`src/hw/fsr_cfg.svh`:
```
// Operation
// quality holds top eight of 10-bit feature count
// quality equals feature count divided by four
// quality never reported above 169
// no surface gives quality near zero
// 17-bit sum of 900 pixels, upper byte
// pixel sum 0 to 223, new each frame
// brightest pixel seven bits, each frame
// darkest pixel seven bits, each frame
// exposure 16-bit count in high/low bytes
// controller reads high byte, then low byte
// auto loop adjusts exposure every frame
// manual exposure via loop disable and ceiling
// exposure never exceeds programmed ceiling
// controller should also pick fixed frame rate
// reset values: 0x4e20 exposure, others zero
// loop disabled: exposure equals ceiling directly
// high byte read captures matching low byte
// all update per frame, writes ignored; exposure follows the ceiling between frames when the loop is disabled, else only clipped to it
`ifndef FSR_CFG_SVH
`define FSR_CFG_SVH

// register offsets on the serial port address space
`define FSR_ADDR_W          7
`define FSR_OFS_QUALITY     7'h07
`define FSR_OFS_INTENSITY   7'h08
`define FSR_OFS_BRIGHTEST   7'h09
`define FSR_OFS_DARKEST     7'h0a
`define FSR_OFS_EXP_LOW     7'h0b
`define FSR_OFS_EXP_HIGH    7'h0c

// reset values
`define FSR_RST_QUALITY     8'h00
`define FSR_RST_INTENSITY   8'h00
`define FSR_RST_BRIGHTEST   8'h00
`define FSR_RST_DARKEST     8'h00
`define FSR_RST_EXP_LOW     8'h20
`define FSR_RST_EXP_HIGH    8'h4e
`define FSR_RST_UNMAPPED    8'h00

// statistics layout
`define FSR_PIX_W           7
`define FSR_PIX_MAX         7'h7f
`define FSR_PIX_PER_FRAME   10'h384
`define FSR_SUM_W           17
`define FSR_SUM_LSB         9
`define FSR_FEAT_W          10
`define FSR_FEAT_SAT        10'h3ff
`define FSR_FEAT_LSB        2
`define FSR_QUAL_MAX        8'ha9

// exposure loop
`define FSR_EXP_W           16
`define FSR_EXP_TGT_LO      8'h60
`define FSR_EXP_TGT_HI      8'h90
`define FSR_EXP_STEP        16'h0100
`define FSR_EXP_MIN         16'h0010

`endif

```
`src/hw/fsr_pkg.sv`:
```
`include "fsr_cfg.svh"
package fsr_pkg;
	typedef logic [7:0]                 fsr_byte_t;
	typedef logic [`FSR_PIX_W-1:0]      fsr_pix_t;
	typedef logic [`FSR_SUM_W-1:0]      fsr_sum_t;
	typedef logic [`FSR_FEAT_W-1:0]     fsr_feat_t;
	typedef logic [`FSR_EXP_W-1:0]      fsr_exp_t;
	typedef logic [`FSR_ADDR_W-1:0]     fsr_addr_t;
	typedef enum logic {FSR_ACQ_IDLE, FSR_ACQ_RUN} fsr_acq_t;
endpackage : fsr_pkg

```
`src/hw/fsr_frame_stats.sv`:
```
`timescale 1ns/100ps
`default_nettype none
`include "fsr_cfg.svh"
module fsr_frame_stats (
	input  wire logic         clk_sys_i,
	input  wire logic         nrst_i,
	input  wire logic         frame_start_i,
	input  wire logic         frame_end_i,
	input  wire logic         pix_valid_i,
	input  wire fsr_pkg::fsr_pix_t pix_data_i,
	input  wire logic         feat_valid_i,
	input  wire logic         exp_loop_disable_i,
	input  wire fsr_pkg::fsr_exp_t exp_ceiling_i,
	input  wire fsr_pkg::fsr_addr_t reg_addr_i,
	input  wire logic         reg_rd_i,
	input  wire logic         reg_wr_i,
	input  wire fsr_pkg::fsr_byte_t reg_wdata_i,
	output fsr_pkg::fsr_byte_t reg_rdata_o,
	output logic              reg_rvalid_o,
	output fsr_pkg::fsr_exp_t exposure_o,
	output logic              stats_update_o
);
	import fsr_pkg::*;

	// lesser of two exposure values
	function automatic fsr_exp_t exp_min(input fsr_exp_t a, input fsr_exp_t b);
		exp_min = (a < b) ? a : b;
	endfunction : exp_min

	// one loop step up or down, saturating at both ends
	function automatic fsr_exp_t exp_step(input fsr_exp_t cur, input logic up);
		logic [`FSR_EXP_W:0] wide;
		wide = up ? ({1'b0, cur} + {1'b0, `FSR_EXP_STEP}) : ({1'b0, cur} - {1'b0, `FSR_EXP_STEP});
		if (up) begin
			exp_step = wide[`FSR_EXP_W] ? 16'hffff : wide[`FSR_EXP_W-1:0];
		end else begin
			exp_step = (wide[`FSR_EXP_W] || (wide[`FSR_EXP_W-1:0] < `FSR_EXP_MIN)) ?
			           `FSR_EXP_MIN : wide[`FSR_EXP_W-1:0];
		end
	endfunction : exp_step

	logic      acc_done;
	fsr_sum_t  acc_sum;
	fsr_pix_t  acc_max;
	fsr_pix_t  acc_min;
	fsr_feat_t acc_feat;

	fsr_byte_t quality_q;
	fsr_byte_t intensity_q;
	fsr_byte_t brightest_q;
	fsr_byte_t darkest_q;
	fsr_exp_t  exp_q;
	fsr_exp_t  exp_d;
	fsr_byte_t exp_low_hold_q;
	fsr_byte_t quality_d;
	fsr_byte_t avg_byte;

	// per-frame accumulation
	fsr_pixel_acc u_acc (
		.clk_sys_i     (clk_sys_i),
		.nrst_i        (nrst_i),
		.frame_start_i (frame_start_i),
		.frame_end_i   (frame_end_i),
		.pix_valid_i   (pix_valid_i),
		.pix_data_i    (pix_data_i),
		.feat_valid_i  (feat_valid_i),
		.done_o        (acc_done),
		.sum_o         (acc_sum),
		.max_o         (acc_max),
		.min_o         (acc_min),
		.feat_o        (acc_feat)
	);

	// quality is the feature count over four, capped
	always_comb begin
		quality_d = acc_feat[`FSR_FEAT_W-1:`FSR_FEAT_LSB]; // see R1 see R2
		if (quality_d > `FSR_QUAL_MAX) begin
			quality_d = `FSR_QUAL_MAX;
		end
	end

	assign avg_byte = acc_sum[`FSR_SUM_W-1:`FSR_SUM_LSB];

	// statistics registers load together once per frame, bus writes never touch them
	always_ff @(posedge clk_sys_i) begin
		if (!nrst_i) begin
			quality_q   <= `FSR_RST_QUALITY;
			intensity_q <= `FSR_RST_INTENSITY;
			brightest_q <= `FSR_RST_BRIGHTEST;
			darkest_q   <= `FSR_RST_DARKEST;
		end else if (acc_done) begin
			quality_q   <= quality_d;
			intensity_q <= avg_byte; // see R5
			brightest_q <= {1'b0, acc_max};
			darkest_q   <= {1'b0, acc_min};
		end
	end

	// exposure: manual follows the ceiling, auto steps toward the target window
	always_comb begin
		exp_d = exp_q;
		if (exp_loop_disable_i) begin
			exp_d = exp_ceiling_i; // see R12
		end else if (acc_done) begin
			if (avg_byte < `FSR_EXP_TGT_LO) begin
				exp_d = exp_step(exp_q, 1'b1);
			end else if (avg_byte > `FSR_EXP_TGT_HI) begin
				exp_d = exp_step(exp_q, 1'b0);
			end
		end
		exp_d = exp_min(exp_d, exp_ceiling_i);
	end

	always_ff @(posedge clk_sys_i) begin
		if (!nrst_i) begin
			exp_q <= {`FSR_RST_EXP_HIGH, `FSR_RST_EXP_LOW}; // see R9
		end else begin
			exp_q <= exp_d;
		end
	end

	// a high byte read freezes the low byte for the read that follows
	always_ff @(posedge clk_sys_i) begin
		if (!nrst_i) begin
			exp_low_hold_q <= `FSR_RST_EXP_LOW;
		end else if (reg_rd_i && (reg_addr_i == `FSR_OFS_EXP_HIGH)) begin
			exp_low_hold_q <= exp_q[7:0]; // see R17
		end
	end

	// registered read answer, unmapped offsets read zero
	always_ff @(posedge clk_sys_i) begin
		if (!nrst_i) begin
			reg_rdata_o  <= `FSR_RST_UNMAPPED;
			reg_rvalid_o <= 1'b0;
		end else begin
			reg_rvalid_o <= reg_rd_i;
			if (reg_rd_i) begin
				case (reg_addr_i)
					`FSR_OFS_QUALITY:   reg_rdata_o <= quality_q;
					`FSR_OFS_INTENSITY: reg_rdata_o <= intensity_q;
					`FSR_OFS_BRIGHTEST: reg_rdata_o <= brightest_q;
					`FSR_OFS_DARKEST:   reg_rdata_o <= darkest_q;
					`FSR_OFS_EXP_LOW:   reg_rdata_o <= exp_low_hold_q;
					`FSR_OFS_EXP_HIGH:  reg_rdata_o <= exp_q[15:8];
					default:            reg_rdata_o <= `FSR_RST_UNMAPPED;
				endcase
			end
		end
	end

	assign exposure_o     = exp_q;
	assign stats_update_o = acc_done;

	logic [`FSR_EXP_W:0] exp_room;
	assign exp_room = {1'b0, exp_ceiling_i} - {1'b0, `FSR_EXP_STEP};
endmodule : fsr_frame_stats
`default_nettype wire

```
`src/hw/fsr_pixel_acc.sv`:
```
`timescale 1ns/100ps
`default_nettype none
`include "fsr_cfg.svh"
module fsr_pixel_acc (
	input  wire logic          clk_sys_i,
	input  wire logic          nrst_i,
	input  wire logic          frame_start_i,
	input  wire logic          frame_end_i,
	input  wire logic          pix_valid_i,
	input  wire fsr_pkg::fsr_pix_t pix_data_i,
	input  wire logic          feat_valid_i,
	output logic               done_o,
	output fsr_pkg::fsr_sum_t  sum_o,
	output fsr_pkg::fsr_pix_t  max_o,
	output fsr_pkg::fsr_pix_t  min_o,
	output fsr_pkg::fsr_feat_t feat_o
);
	import fsr_pkg::*;

	fsr_acq_t  state_q;
	fsr_feat_t pix_cnt_q;
	logic      take_pix;

	// only the first 900 pixels of a running frame count
	assign take_pix = (state_q == FSR_ACQ_RUN) && pix_valid_i && (pix_cnt_q < `FSR_PIX_PER_FRAME);

	// frame sequencing
	always_ff @(posedge clk_sys_i) begin
		if (!nrst_i) begin
			state_q <= FSR_ACQ_IDLE;
		end else begin
			case (state_q)
				FSR_ACQ_IDLE: begin
					if (frame_start_i) begin
						state_q <= FSR_ACQ_RUN;
					end
				end
				FSR_ACQ_RUN: begin
					if (frame_end_i && !frame_start_i) begin
						state_q <= FSR_ACQ_IDLE;
					end
				end
				default: state_q <= FSR_ACQ_IDLE;
			endcase
		end
	end

	// completion pulse one cycle after the frame end
	always_ff @(posedge clk_sys_i) begin
		if (!nrst_i) begin
			done_o <= 1'b0;
		end else begin
			done_o <= (state_q == FSR_ACQ_RUN) && frame_end_i;
		end
	end

	// pixel sum, extremes and pixel count
	always_ff @(posedge clk_sys_i) begin
		if (!nrst_i || frame_start_i) begin
			pix_cnt_q <= '0;
			sum_o     <= '0;
			max_o     <= '0;
			min_o     <= `FSR_PIX_MAX;
		end else if (take_pix) begin
			pix_cnt_q <= pix_cnt_q + 10'h001;
			sum_o     <= sum_o + {10'h000, pix_data_i};
			if (pix_data_i > max_o) begin
				max_o <= pix_data_i;
			end
			if (pix_data_i < min_o) begin
				min_o <= pix_data_i;
			end
		end
	end

	// valid feature count, saturating at ten bits
	always_ff @(posedge clk_sys_i) begin
		if (!nrst_i || frame_start_i) begin
			feat_o <= '0;
		end else if ((state_q == FSR_ACQ_RUN) && feat_valid_i && (feat_o != `FSR_FEAT_SAT)) begin
			feat_o <= feat_o + 10'h001;
		end
	end
endmodule : fsr_pixel_acc
`default_nettype wire

```
`config.mk`:
```
export PLATFORM = sky130hd
export DESIGN_NAME = fsr_frame_stats
export DESIGN_NICKNAME = d
export VERILOG_FILES = /design/src/hw/fsr_pkg.sv /design/src/hw/fsr_frame_stats.sv /design/src/hw/fsr_pixel_acc.sv
export VERILOG_INCLUDE_DIRS = /design/src /design/src/hw
export SDC_FILE = /design/constraint.sdc
export NUM_CORES = 1
export LEC_CHECK = 0
export ABC_CLOCK_PERIOD_IN_PS = 5390
export BUFFER_PORTS_ARGS = -buffer_cell sky130_fd_sc_hd__buf_2
export CAP_MARGIN = 20
export CELL_PAD_IN_SITES_DETAIL_PLACEMENT = 0
export CELL_PAD_IN_SITES_GLOBAL_PLACEMENT = 1
export CORE_ASPECT_RATIO = 1.5
export CORE_MARGIN = 2
export CORE_UTILIZATION = 30
export DETAILED_ROUTE_END_ITERATION = 8
export PLACE_DENSITY_LB_ADDON = 0.3
export SETUP_SLACK_MARGIN = 0.2
export SLEW_MARGIN = 0
export SYNTH_ARGS = -nofsm -noshare
export SYNTH_HDL_FRONTEND = slang
export SYNTH_SLANG_ARGS = --single-unit
export TNS_END_PERCENT = 50
```
`constraint.sdc`:
```
create_clock -name clk_sys_i -period 5.39 [get_ports clk_sys_i]
set_input_delay 0.8085 -clock clk_sys_i [delete_from_list [all_inputs] [get_ports clk_sys_i]]
set_output_delay 0.8085 -clock clk_sys_i [all_outputs]
set_load 0.02 [all_outputs]
```
==> results of run 1 <==
[power groups by stage]
stage	Clock [mW]	Sequential (mW)	Combinational, mW
finish	1.12	0.926	0.305
global route	1.19	0.930	0.340
CTS	1.14	0.926	0.308
detailed placement	0	0.944	0.307
global placement	0	0.945	0.307
floorplan	0	0.940	0.203
[cell type report]
type	instances	share of cell area
repair buffers	71	0.0482
clock buffers	22	0.0609
inverters	43	0.0207
clock inverters	9	0.0133
flip-flops and latches	116	0.299
well taps	272	0.0437
multi-input cells	583	0.514
[worst paths after layout]
kind                                from                          end  slack [ns]  cells past startpoint
max reg2reg     exposure_o[9]$_SDFF_PN1_     exposure_o[2]$_SDFF_PN0_        0.84                     17
min          u_acc.sum_o[3]$_SDFFE_PP0P_  u_acc.sum_o[3]$_SDFFE_PP0P_        0.45                      2
min reg2reg  u_acc.sum_o[3]$_SDFFE_PP0P_  u_acc.sum_o[3]$_SDFFE_PP0P_        0.45                      2
max             exposure_o[9]$_SDFF_PN1_     exposure_o[2]$_SDFF_PN0_        0.84                     17
[synthesized netlist by cell type, types with 7 or more instances]
cell	count
sky130_fd_sc_hd__and3_1	8
sky130_fd_sc_hd__nand4_1	11
sky130_fd_sc_hd__ha_1	40
sky130_fd_sc_hd__or3_1	7
sky130_fd_sc_hd__inv_1	42
sky130_fd_sc_hd__nand2b_1	8
sky130_fd_sc_hd__xnor2_1	14
sky130_fd_sc_hd__dfxtp_1	116
sky130_fd_sc_hd__o211ai_1	8
sky130_fd_sc_hd__nand2_1	55
sky130_fd_sc_hd__nor3_1	16
sky130_fd_sc_hd__a31oi_1	12
sky130_fd_sc_hd__a211oi_1	12
sky130_fd_sc_hd__o21ai_0	29
sky130_fd_sc_hd__mux2i_1	39
sky130_fd_sc_hd__a21oi_1	41
sky130_fd_sc_hd__a22oi_1	9
sky130_fd_sc_hd__nor2_1	99
sky130_fd_sc_hd__a221oi_1	7
sky130_fd_sc_hd__xor2_1	14
sky130_fd_sc_hd__nand3_1	39
sky130_fd_sc_hd__clkbuf_1	39
[worst max-delay path: stages (launching register included)]
cell	delay, ns
sky130_fd_sc_hd__dfxtp_1	0.46
sky130_fd_sc_hd__inv_1	0.21
sky130_fd_sc_hd__ha_1	0.17
sky130_fd_sc_hd__or4b_4	0.47
sky130_fd_sc_hd__or4_4	0.44
sky130_fd_sc_hd__a31oi_1	0.19
sky130_fd_sc_hd__a21oi_1	0.16
sky130_fd_sc_hd__nor3_2	0.17
sky130_fd_sc_hd__buf_4	0.20
sky130_fd_sc_hd__a211oi_1	0.09
sky130_fd_sc_hd__ha_1	0.33
sky130_fd_sc_hd__a21oi_1	0.13
sky130_fd_sc_hd__o21ai_0	0.12
sky130_fd_sc_hd__a2111oi_0	0.25
sky130_fd_sc_hd__o21ai_0	0.26
sky130_fd_sc_hd__o21ai_4	0.29
sky130_fd_sc_hd__nand2_4	0.19
sky130_fd_sc_hd__o221a_1	0.28
[metal layers]
layer  vias to the layer above  GRT usage  wire (um)
met1                      2779      0.188       8240
met2                       105      0.308      10300
met4                         0     0.0626        346
li1                       2955          -          -
met5                         -          0          0
met3                        17     0.0338        586
[kinds of logic after synthesis]
group / after synthesis / share of synthesized area
compound gates: 188 / 0.208
flops: 116 / 0.348
fa+ha+maj: 41 / 0.0780
buf+inv: 89 / 0.0523
simple gates: 280 / 0.203
xor+xnor: 28 / 0.0367
mux: 46 / 0.0737
[flip-flops by register name (all words and copies together) (netlist names)]
signal and cells:
quality_q 8, exp_low_hold_q 8, u_acc.min_o 7, brightest_q 7
u_acc.done_o 1, u_acc.state_q 1, darkest_q 7, reg_rvalid_o 1
u_acc.max_o 7, intensity_q 8, u_acc.sum_o 17, exposure_o 16
u_acc.feat_o 10, reg_rdata_o 8, u_acc.pix_cnt_q 10
[stage by stage]
stage | power [mW] | setup WS, ns | std cells | util | hold slack [ns]
floorplan | 1.14 | 1.16 | 788 | - | 0.433
global placement | 1.25 | 0.850 | 1085 | 0.330 | 0.446
detailed placement | 1.25 | 0.817 | 1085 | 0.330 | 0.450
CTS | 2.38 | 0.809 | 1116 | 0.357 | 0.458
global route | 2.46 | 0.414 | 1116 | 0.357 | 0.479
finish | 2.35 | 0.842 | 1116 | 0.357 | 0.453
==> impl_summary.log, run 1 <==
INFO  metric fp-row-count = 66
INFO  metric postSynthRegisterBits = 116
INFO  metric p_switching = 0.638 mW
INFO  metric maxSlewHeadroom = 0.456
INFO  metric hpwlAfterDp = 14400 um
INFO  metric die_height = 187 um
INFO  metric post_synthesis_cell_type_with_the_largest_combined_area = sky130_fd_sc_hd__dfxtp_1
INFO  metric power_per_cell_area = 302 nW/um2
INFO  metric mappedNetlistNets = 876
INFO  metric leakage = 3.02 nW
INFO  metric synth_flop_cell = sky130_fd_sc_hd__dfxtp_1
INFO  metric required = 5.70 ns
INFO  metric io_pins = 73
INFO  metric largest_net_degree_at_the_start_of_global_routing = 48
INFO  metric power.clock.fraction = 0.476
INFO  metric crit_arrival = 4.85 ns
INFO  metric run_status = completed
INFO  metric synth_cell_type_count = 82
INFO  metric worst_skew_pair.late_latency = 0.41 ns
INFO  metric final-seq-area = 2320 um2
INFO  metric finalWeightedCongestion = 0.875
INFO  metric start_kind = flop
INFO  metric comb_power_share = 0.130
INFO  metric postCtsSetupBuffers = 0
INFO  metric max_clock_freq = 0.220 GHz
INFO  metric worst_slew_pin_slew = 0.809 ns
INFO  metric clock-skew-final = 0.00943 ns
INFO  metric layout_worst_path_cycle_share = 0.844
INFO  metric switching_share = 0.272
INFO  metric cts_buffers = 17
INFO  metric post-route-cell-area = 7780 um2
INFO  metric timing_worst_setup_path_type = flop to flop
INFO  metric via_count_of_the_first_global_routing_pass = 5941
INFO  metric postSynthAreaPerCell = 8.47 um2
INFO  metric syn_area = 6680 um2
INFO  metric total_wire_length_after_detailed_routing = 19400 um
INFO  metric detailedRoute.firstIterationViolations = 350
INFO  metric max_vdd_drop = 0.209 mV
INFO  metric final.min_clock_period = 4.55 ns
INFO  metric antenna_violations_before_repair = 0
INFO  metric avgViaCountPerCell = 5.25
INFO  metric drive_gt1_frac = 0.155
INFO  metric antenna_violating_nets_post_route = 0
INFO  metric num-fill-cells = 2318
INFO  metric synthesis.instances = 788
INFO  metric rsz0062_at_grt = no
INFO  metric tritoncts_clock_tree = yes
INFO  metric grt_usage = 0.167
INFO  metric synth.yosys.warnings = 0
INFO  metric io_buffers = 63
INFO  metric first_pass_iters = 4
INFO  metric h_tree_depth = 4
INFO  metric grt_overflow = 0
INFO  metric synth.area.top_cells = sky130_fd_sc_hd__dfxtp_1 (35%), sky130_fd_sc_hd__ha_1 (7.5%), sky130_fd_sc_hd__mux2i_1 (5.8%), sky130_fd_sc_hd__nor2_1 (5.6%), sky130_fd_sc_hd__nand2_1 (3.1%)
INFO  metric sequentialPowerShare = 0.394
INFO  metric core_area = 21800 um2
INFO  metric chipWidth = 126 um
INFO  metric area_delta_synth_final = 16.6%
INFO  metric intPower = 1.71 mW
INFO  metric synth_edf_count = 0
INFO  metric layout.cells.most_common = sky130_fd_sc_hd__dfxtp_1
INFO  metric avgRoutedWirePerCell = 17.4 um
INFO  metric cts_buffer_depth = 2
INFO  metric design.final.nets = 920
INFO  metric clock-sinks = 116
INFO  metric setup.worst_path.end_class = flop
INFO  metric cts_resized = 0
INFO  metric max_fanout_on_critical_path = 12
INFO  metric commonest_non_fill_non_tap_cells_in_the_layout = sky130_fd_sc_hd__dfxtp_1 (115), sky130_fd_sc_hd__nor2_1 (99), sky130_fd_sc_hd__buf_2 (63)
INFO  metric setup-tns-final = 0 ns
INFO  metric synth_largest_type_area_fraction = 0.348
INFO  metric cts.hold.buffers_added = 0
INFO  metric grt_first_pass_wirelength = 31300 um
INFO  metric clock-root-buffer = sky130_fd_sc_hd__clkbuf_16
INFO  metric drv.max_cap_violation_count = 0
INFO  metric final_number_of_max_transition_violations = 0
INFO  metric worst_hold_path_type = flop to flop
INFO  metric setup_violations = 0
INFO  metric sequential_area_share_after_synthesis = 0.348
INFO  metric placement.cell_area = 7200 um2
INFO  metric antennaDiodeCount = 0
INFO  metric remaining_drc_errors = 0
INFO  metric fp.dieArea = 23500 um2
INFO  metric multiInputGateArea = 4000 um2
INFO  metric initial_util = 0.306
INFO  metric synth_async_sr_flop_share = 0
INFO  metric cts.reportedPaths.clkPinSlew = 0.06 ns
INFO  metric vias = 5856
INFO  metric hold_violations = 0
No activity file was read; power rests on OpenSTA's default activity.
==> run 2, diff against run 1 <==
--- a/config.mk
+++ b/config.mk
@@ -6,7 +6,7 @@
 export SDC_FILE = /design/constraint.sdc
 export NUM_CORES = 1
 export LEC_CHECK = 0
-export ABC_CLOCK_PERIOD_IN_PS = 5390
+export ABC_CLOCK_PERIOD_IN_PS = 4300
 export BUFFER_PORTS_ARGS = -buffer_cell sky130_fd_sc_hd__buf_2
 export CAP_MARGIN = 20
 export CELL_PAD_IN_SITES_DETAIL_PLACEMENT = 0
==> constraint.sdc (replaced) <==
create_clock -name clk_sys_i -period 4.3 [get_ports clk_sys_i]
set_input_delay 0.645 -clock clk_sys_i [delete_from_list [all_inputs] [get_ports clk_sys_i]]
set_output_delay 0.645 -clock clk_sys_i [all_outputs]
set_load 0.02 [all_outputs]
==> run 2 against run 1 <==
  * Largest power group unchanged
  * Combinational power rose by 55%
  * Sequential power rose by 23%
  * Sequential cell count did not move
  * Fmax rose by 15%
  * Cell count rose by 3.3%
==> impl_summary.log, run 2 (same netlist as run 1, synthesis figures left out) <==
INFO  metric largest_net_degree_at_the_start_of_global_routing = 48 (unchanged)
INFO  metric clock-sinks = 116 (unchanged)
INFO  metric avgViaCountPerCell = 5.27 (+0.34%)
INFO  metric worst_hold_path_type = flop to flop
INFO  metric design.final.nets = 956 (+3.9%)
INFO  metric h_tree_depth = 4 (unchanged)
INFO  metric cp_common_cell = sky130_fd_sc_hd__buf_4
INFO  metric critical-path-slowest-cell = sky130_fd_sc_hd__or4_4
INFO  metric cts_buffer_depth = 2 (unchanged)
INFO  metric hpwlAfterDp = 14900 um (+3.0%)
INFO  metric power_per_cell_area = 382 nW/um2 (+26%)
INFO  metric maxSlewHeadroom = 0.453 (-0.00271)
INFO  metric run_status = completed
INFO  metric drv.max_cap_violation_count = 0 (unchanged)
INFO  metric crit_arrival = 4.28 ns (-0.57 ns)
INFO  metric fin_worst_hold_slack = 0.456 ns (+0.00274 ns)
INFO  metric detailedRoute.firstIterationViolations = 376 (+7.4%)
INFO  metric required = 4.61 ns (-1.09 ns)
INFO  metric max_clock_freq = 0.252 GHz (+15%)
INFO  metric post-route-util = 0.378 (+0.0207)
INFO  metric clock-root-buffer = sky130_fd_sc_hd__clkbuf_16
INFO  metric grt_overflow = 0 (unchanged)
INFO  metric remaining_drc_errors = 0 (unchanged)
INFO  metric finalWeightedCongestion = 0.906 (+3.5%)
INFO  metric layout.cells.most_common = sky130_fd_sc_hd__dfxtp_1
INFO  metric rsz0062_at_grt = yes
INFO  metric start_kind = flop
INFO  metric initial_util = 0.306 (unchanged)
INFO  metric total_wire_length_after_detailed_routing = 20300 um (+4.3%)
INFO  metric leakage = 3.23 nW (+7.2%)
INFO  metric critical-path-max-stage-delay = 0.47 ns (about the same)
INFO  metric worst_slew_pin_slew = 0.817 ns (+0.00797 ns)
INFO  metric final.min_clock_period = 3.97 ns (-0.578 ns)
INFO  metric grt_first_pass_wirelength = 32200 um (+3.0%)
INFO  metric setup.worst_path.end_class = flop
INFO  metric timing.critical_path.buf_inv = 4 (+2)
INFO  metric cts.reportedPaths.clkPinSlew = 0.06 ns (about the same)
INFO  metric cts_buffers = 17 (unchanged)
INFO  metric first_pass_iters = 4 (unchanged)
INFO  metric tritoncts_clock_tree = yes
INFO  metric cp_top_family = compound AO/OA/AOI/OAI gates
INFO  metric setup-tns-final = 0 ns (unchanged)
INFO  metric die_height = 187 um (unchanged)
INFO  metric vias = 6071 (+3.7%)
INFO  metric area_delta_synth_final = 23.4%
INFO  metric antennaDiodeCount = 0 (unchanged)
INFO  metric commonest_non_fill_non_tap_cells_in_the_layout = sky130_fd_sc_hd__dfxtp_1 (113), sky130_fd_sc_hd__nor2_1 (99), sky130_fd_sc_hd__buf_2 (63)
INFO  metric max_fanout_on_critical_path = 6 (-6)
INFO  metric via_count_of_the_first_global_routing_pass = 5980 (+0.66%)
INFO  metric clock-skew-final = 0.00871 ns (-0.000718 ns)
INFO  metric cts.hold.buffers_added = 0 (unchanged)
INFO  metric io_pins = 73 (unchanged)
INFO  metric fp.dieArea = 23500 um2 (unchanged)
INFO  metric grt_usage = 0.173 (+0.00541)
INFO  metric critical_path.cell_chain = inv_2 > ha_4 > or4b_4 > or4_4 > a31oi_4 > a21oi_2 > nor3_2 > buf_4 > buf_12 > a211oi_1 > ha_1 > a2111oi_2 > o21ai_1 > buf_4 > o21ai_4 > nand2_4 > o221a_1
INFO  metric drive_gt1_frac = 0.209 (+0.0536)
INFO  metric p_total = 3.14 mW (+34%)
INFO  metric antenna_violating_nets_post_route = 0 (unchanged)
INFO  metric antenna_violations_before_repair = 1 (+1)
INFO  metric max_reg_flops = 17 (unchanged)
INFO  metric timing_worst_setup_path_type = flop to flop
INFO  metric fp-row-count = 66 (unchanged)
INFO  metric avgRoutedWirePerCell = 17.6 um (+0.98%)
INFO  metric worst_skew_pair.late_latency = 0.42 ns (about the same)
INFO  metric final_number_of_max_transition_violations = 0 (unchanged)
INFO  metric max_flop_register = u_acc.sum_o
INFO  metric max_vdd_drop = 0.267 mV (+28%)
INFO  metric io_buffers = 63 (unchanged)
INFO  metric setup_violations = 0 (unchanged)
INFO  metric chipWidth = 126 um (unchanged)
INFO  metric layout_worst_path_cycle_share = 0.923 (+0.0795)
INFO  metric core_area = 21800 um2 (unchanged)
INFO  metric hold_violations = 0 (unchanged)
==> run 2: routing by layer <==
| layer | global-route usage | wire, um | up-vias |
|---|---|---|---|
| met1 | 0.195 | 8300 | 2853 |
| met4 | 0.0811 | 742 | 2 |
| met3 | 0.0350 | 781 | 52 |
| li1 | - | - | 3029 |
| met5 | 0 | 11 | - |
| met2 | 0.309 | 10400 | 135 |
==> run 2: cell type report <==
class                           instances  area, um2
Inverter                               43        161
Clock inverter                         14        201
Timing Repair Buffer                  105        651
Sequential cell                       116       2330
Multi-Input combinational cell        585       4130
Fill cell                            2303      13600
Clock buffer                           18        429
Tap cell                              272        340
==> run 2: worst register-to-register path: cells and delay by family (launching register included) <==
kind | cells | cell delay (ns)
AOI/OAI and AO/OA | 7 | 1.30
adders and majority gates | 2 | 0.44
buffers and inverters | 4 | 0.54
DFF | 1 | 0.33
and+or+nand+nor | 4 | 1.25
==> run 2: report_power, final <==
| part | leakage, nW | internal (mW) | switching (mW) | total, mW |
|---|---|---|---|---|
| combinational | 1.99 | 0.182 | 0.291 | 0.473 |
| clock | 0.301 | 0.977 | 0.557 | 1.53 |
| sequential | 0.943 | 1.11 | 0.0291 | 1.14 |
| total | 3.23 | 2.27 | 0.877 | 3.14 |
==> run 2: path summary, 6_finish.rpt <==
| kind | end | from | slack (ns) | depth (start not counted) |
|---|---|---|---|---|
| setup / recovery | exposure_o[1]$_SDFF_PN0_ | exposure_o[9]$_SDFF_PN1_ | 0.33 | 17 |
| hold / removal | u_acc.sum_o[3]$_SDFFE_PP0P_ | u_acc.sum_o[3]$_SDFFE_PP0P_ | 0.46 | 2 |
| setup reg to reg | exposure_o[1]$_SDFF_PN0_ | exposure_o[9]$_SDFF_PN1_ | 0.33 | 17 |
| hold reg to reg | u_acc.sum_o[3]$_SDFFE_PP0P_ | u_acc.sum_o[3]$_SDFFE_PP0P_ | 0.46 | 2 |
==> run 2: per-stage QoR <==
step                std cells  instance area, um2  setup WS, ns
CTS                      1147                8110         0.195
floorplan                 788                6690         0.202
global route             1153                8230         0.120
finish                   1153                8230         0.330
detailed placement       1108                7380        0.0992
global placement         1108                7380         0.128
==> run 2: what timing repair did <==
action | CTS | global route
cloned | 2 | 0
setup buffers | 5 | 6
endpoints found under the setup margin | 14 | 16
gates resized for setup | 8 | 19
pin swaps | 5 | 9
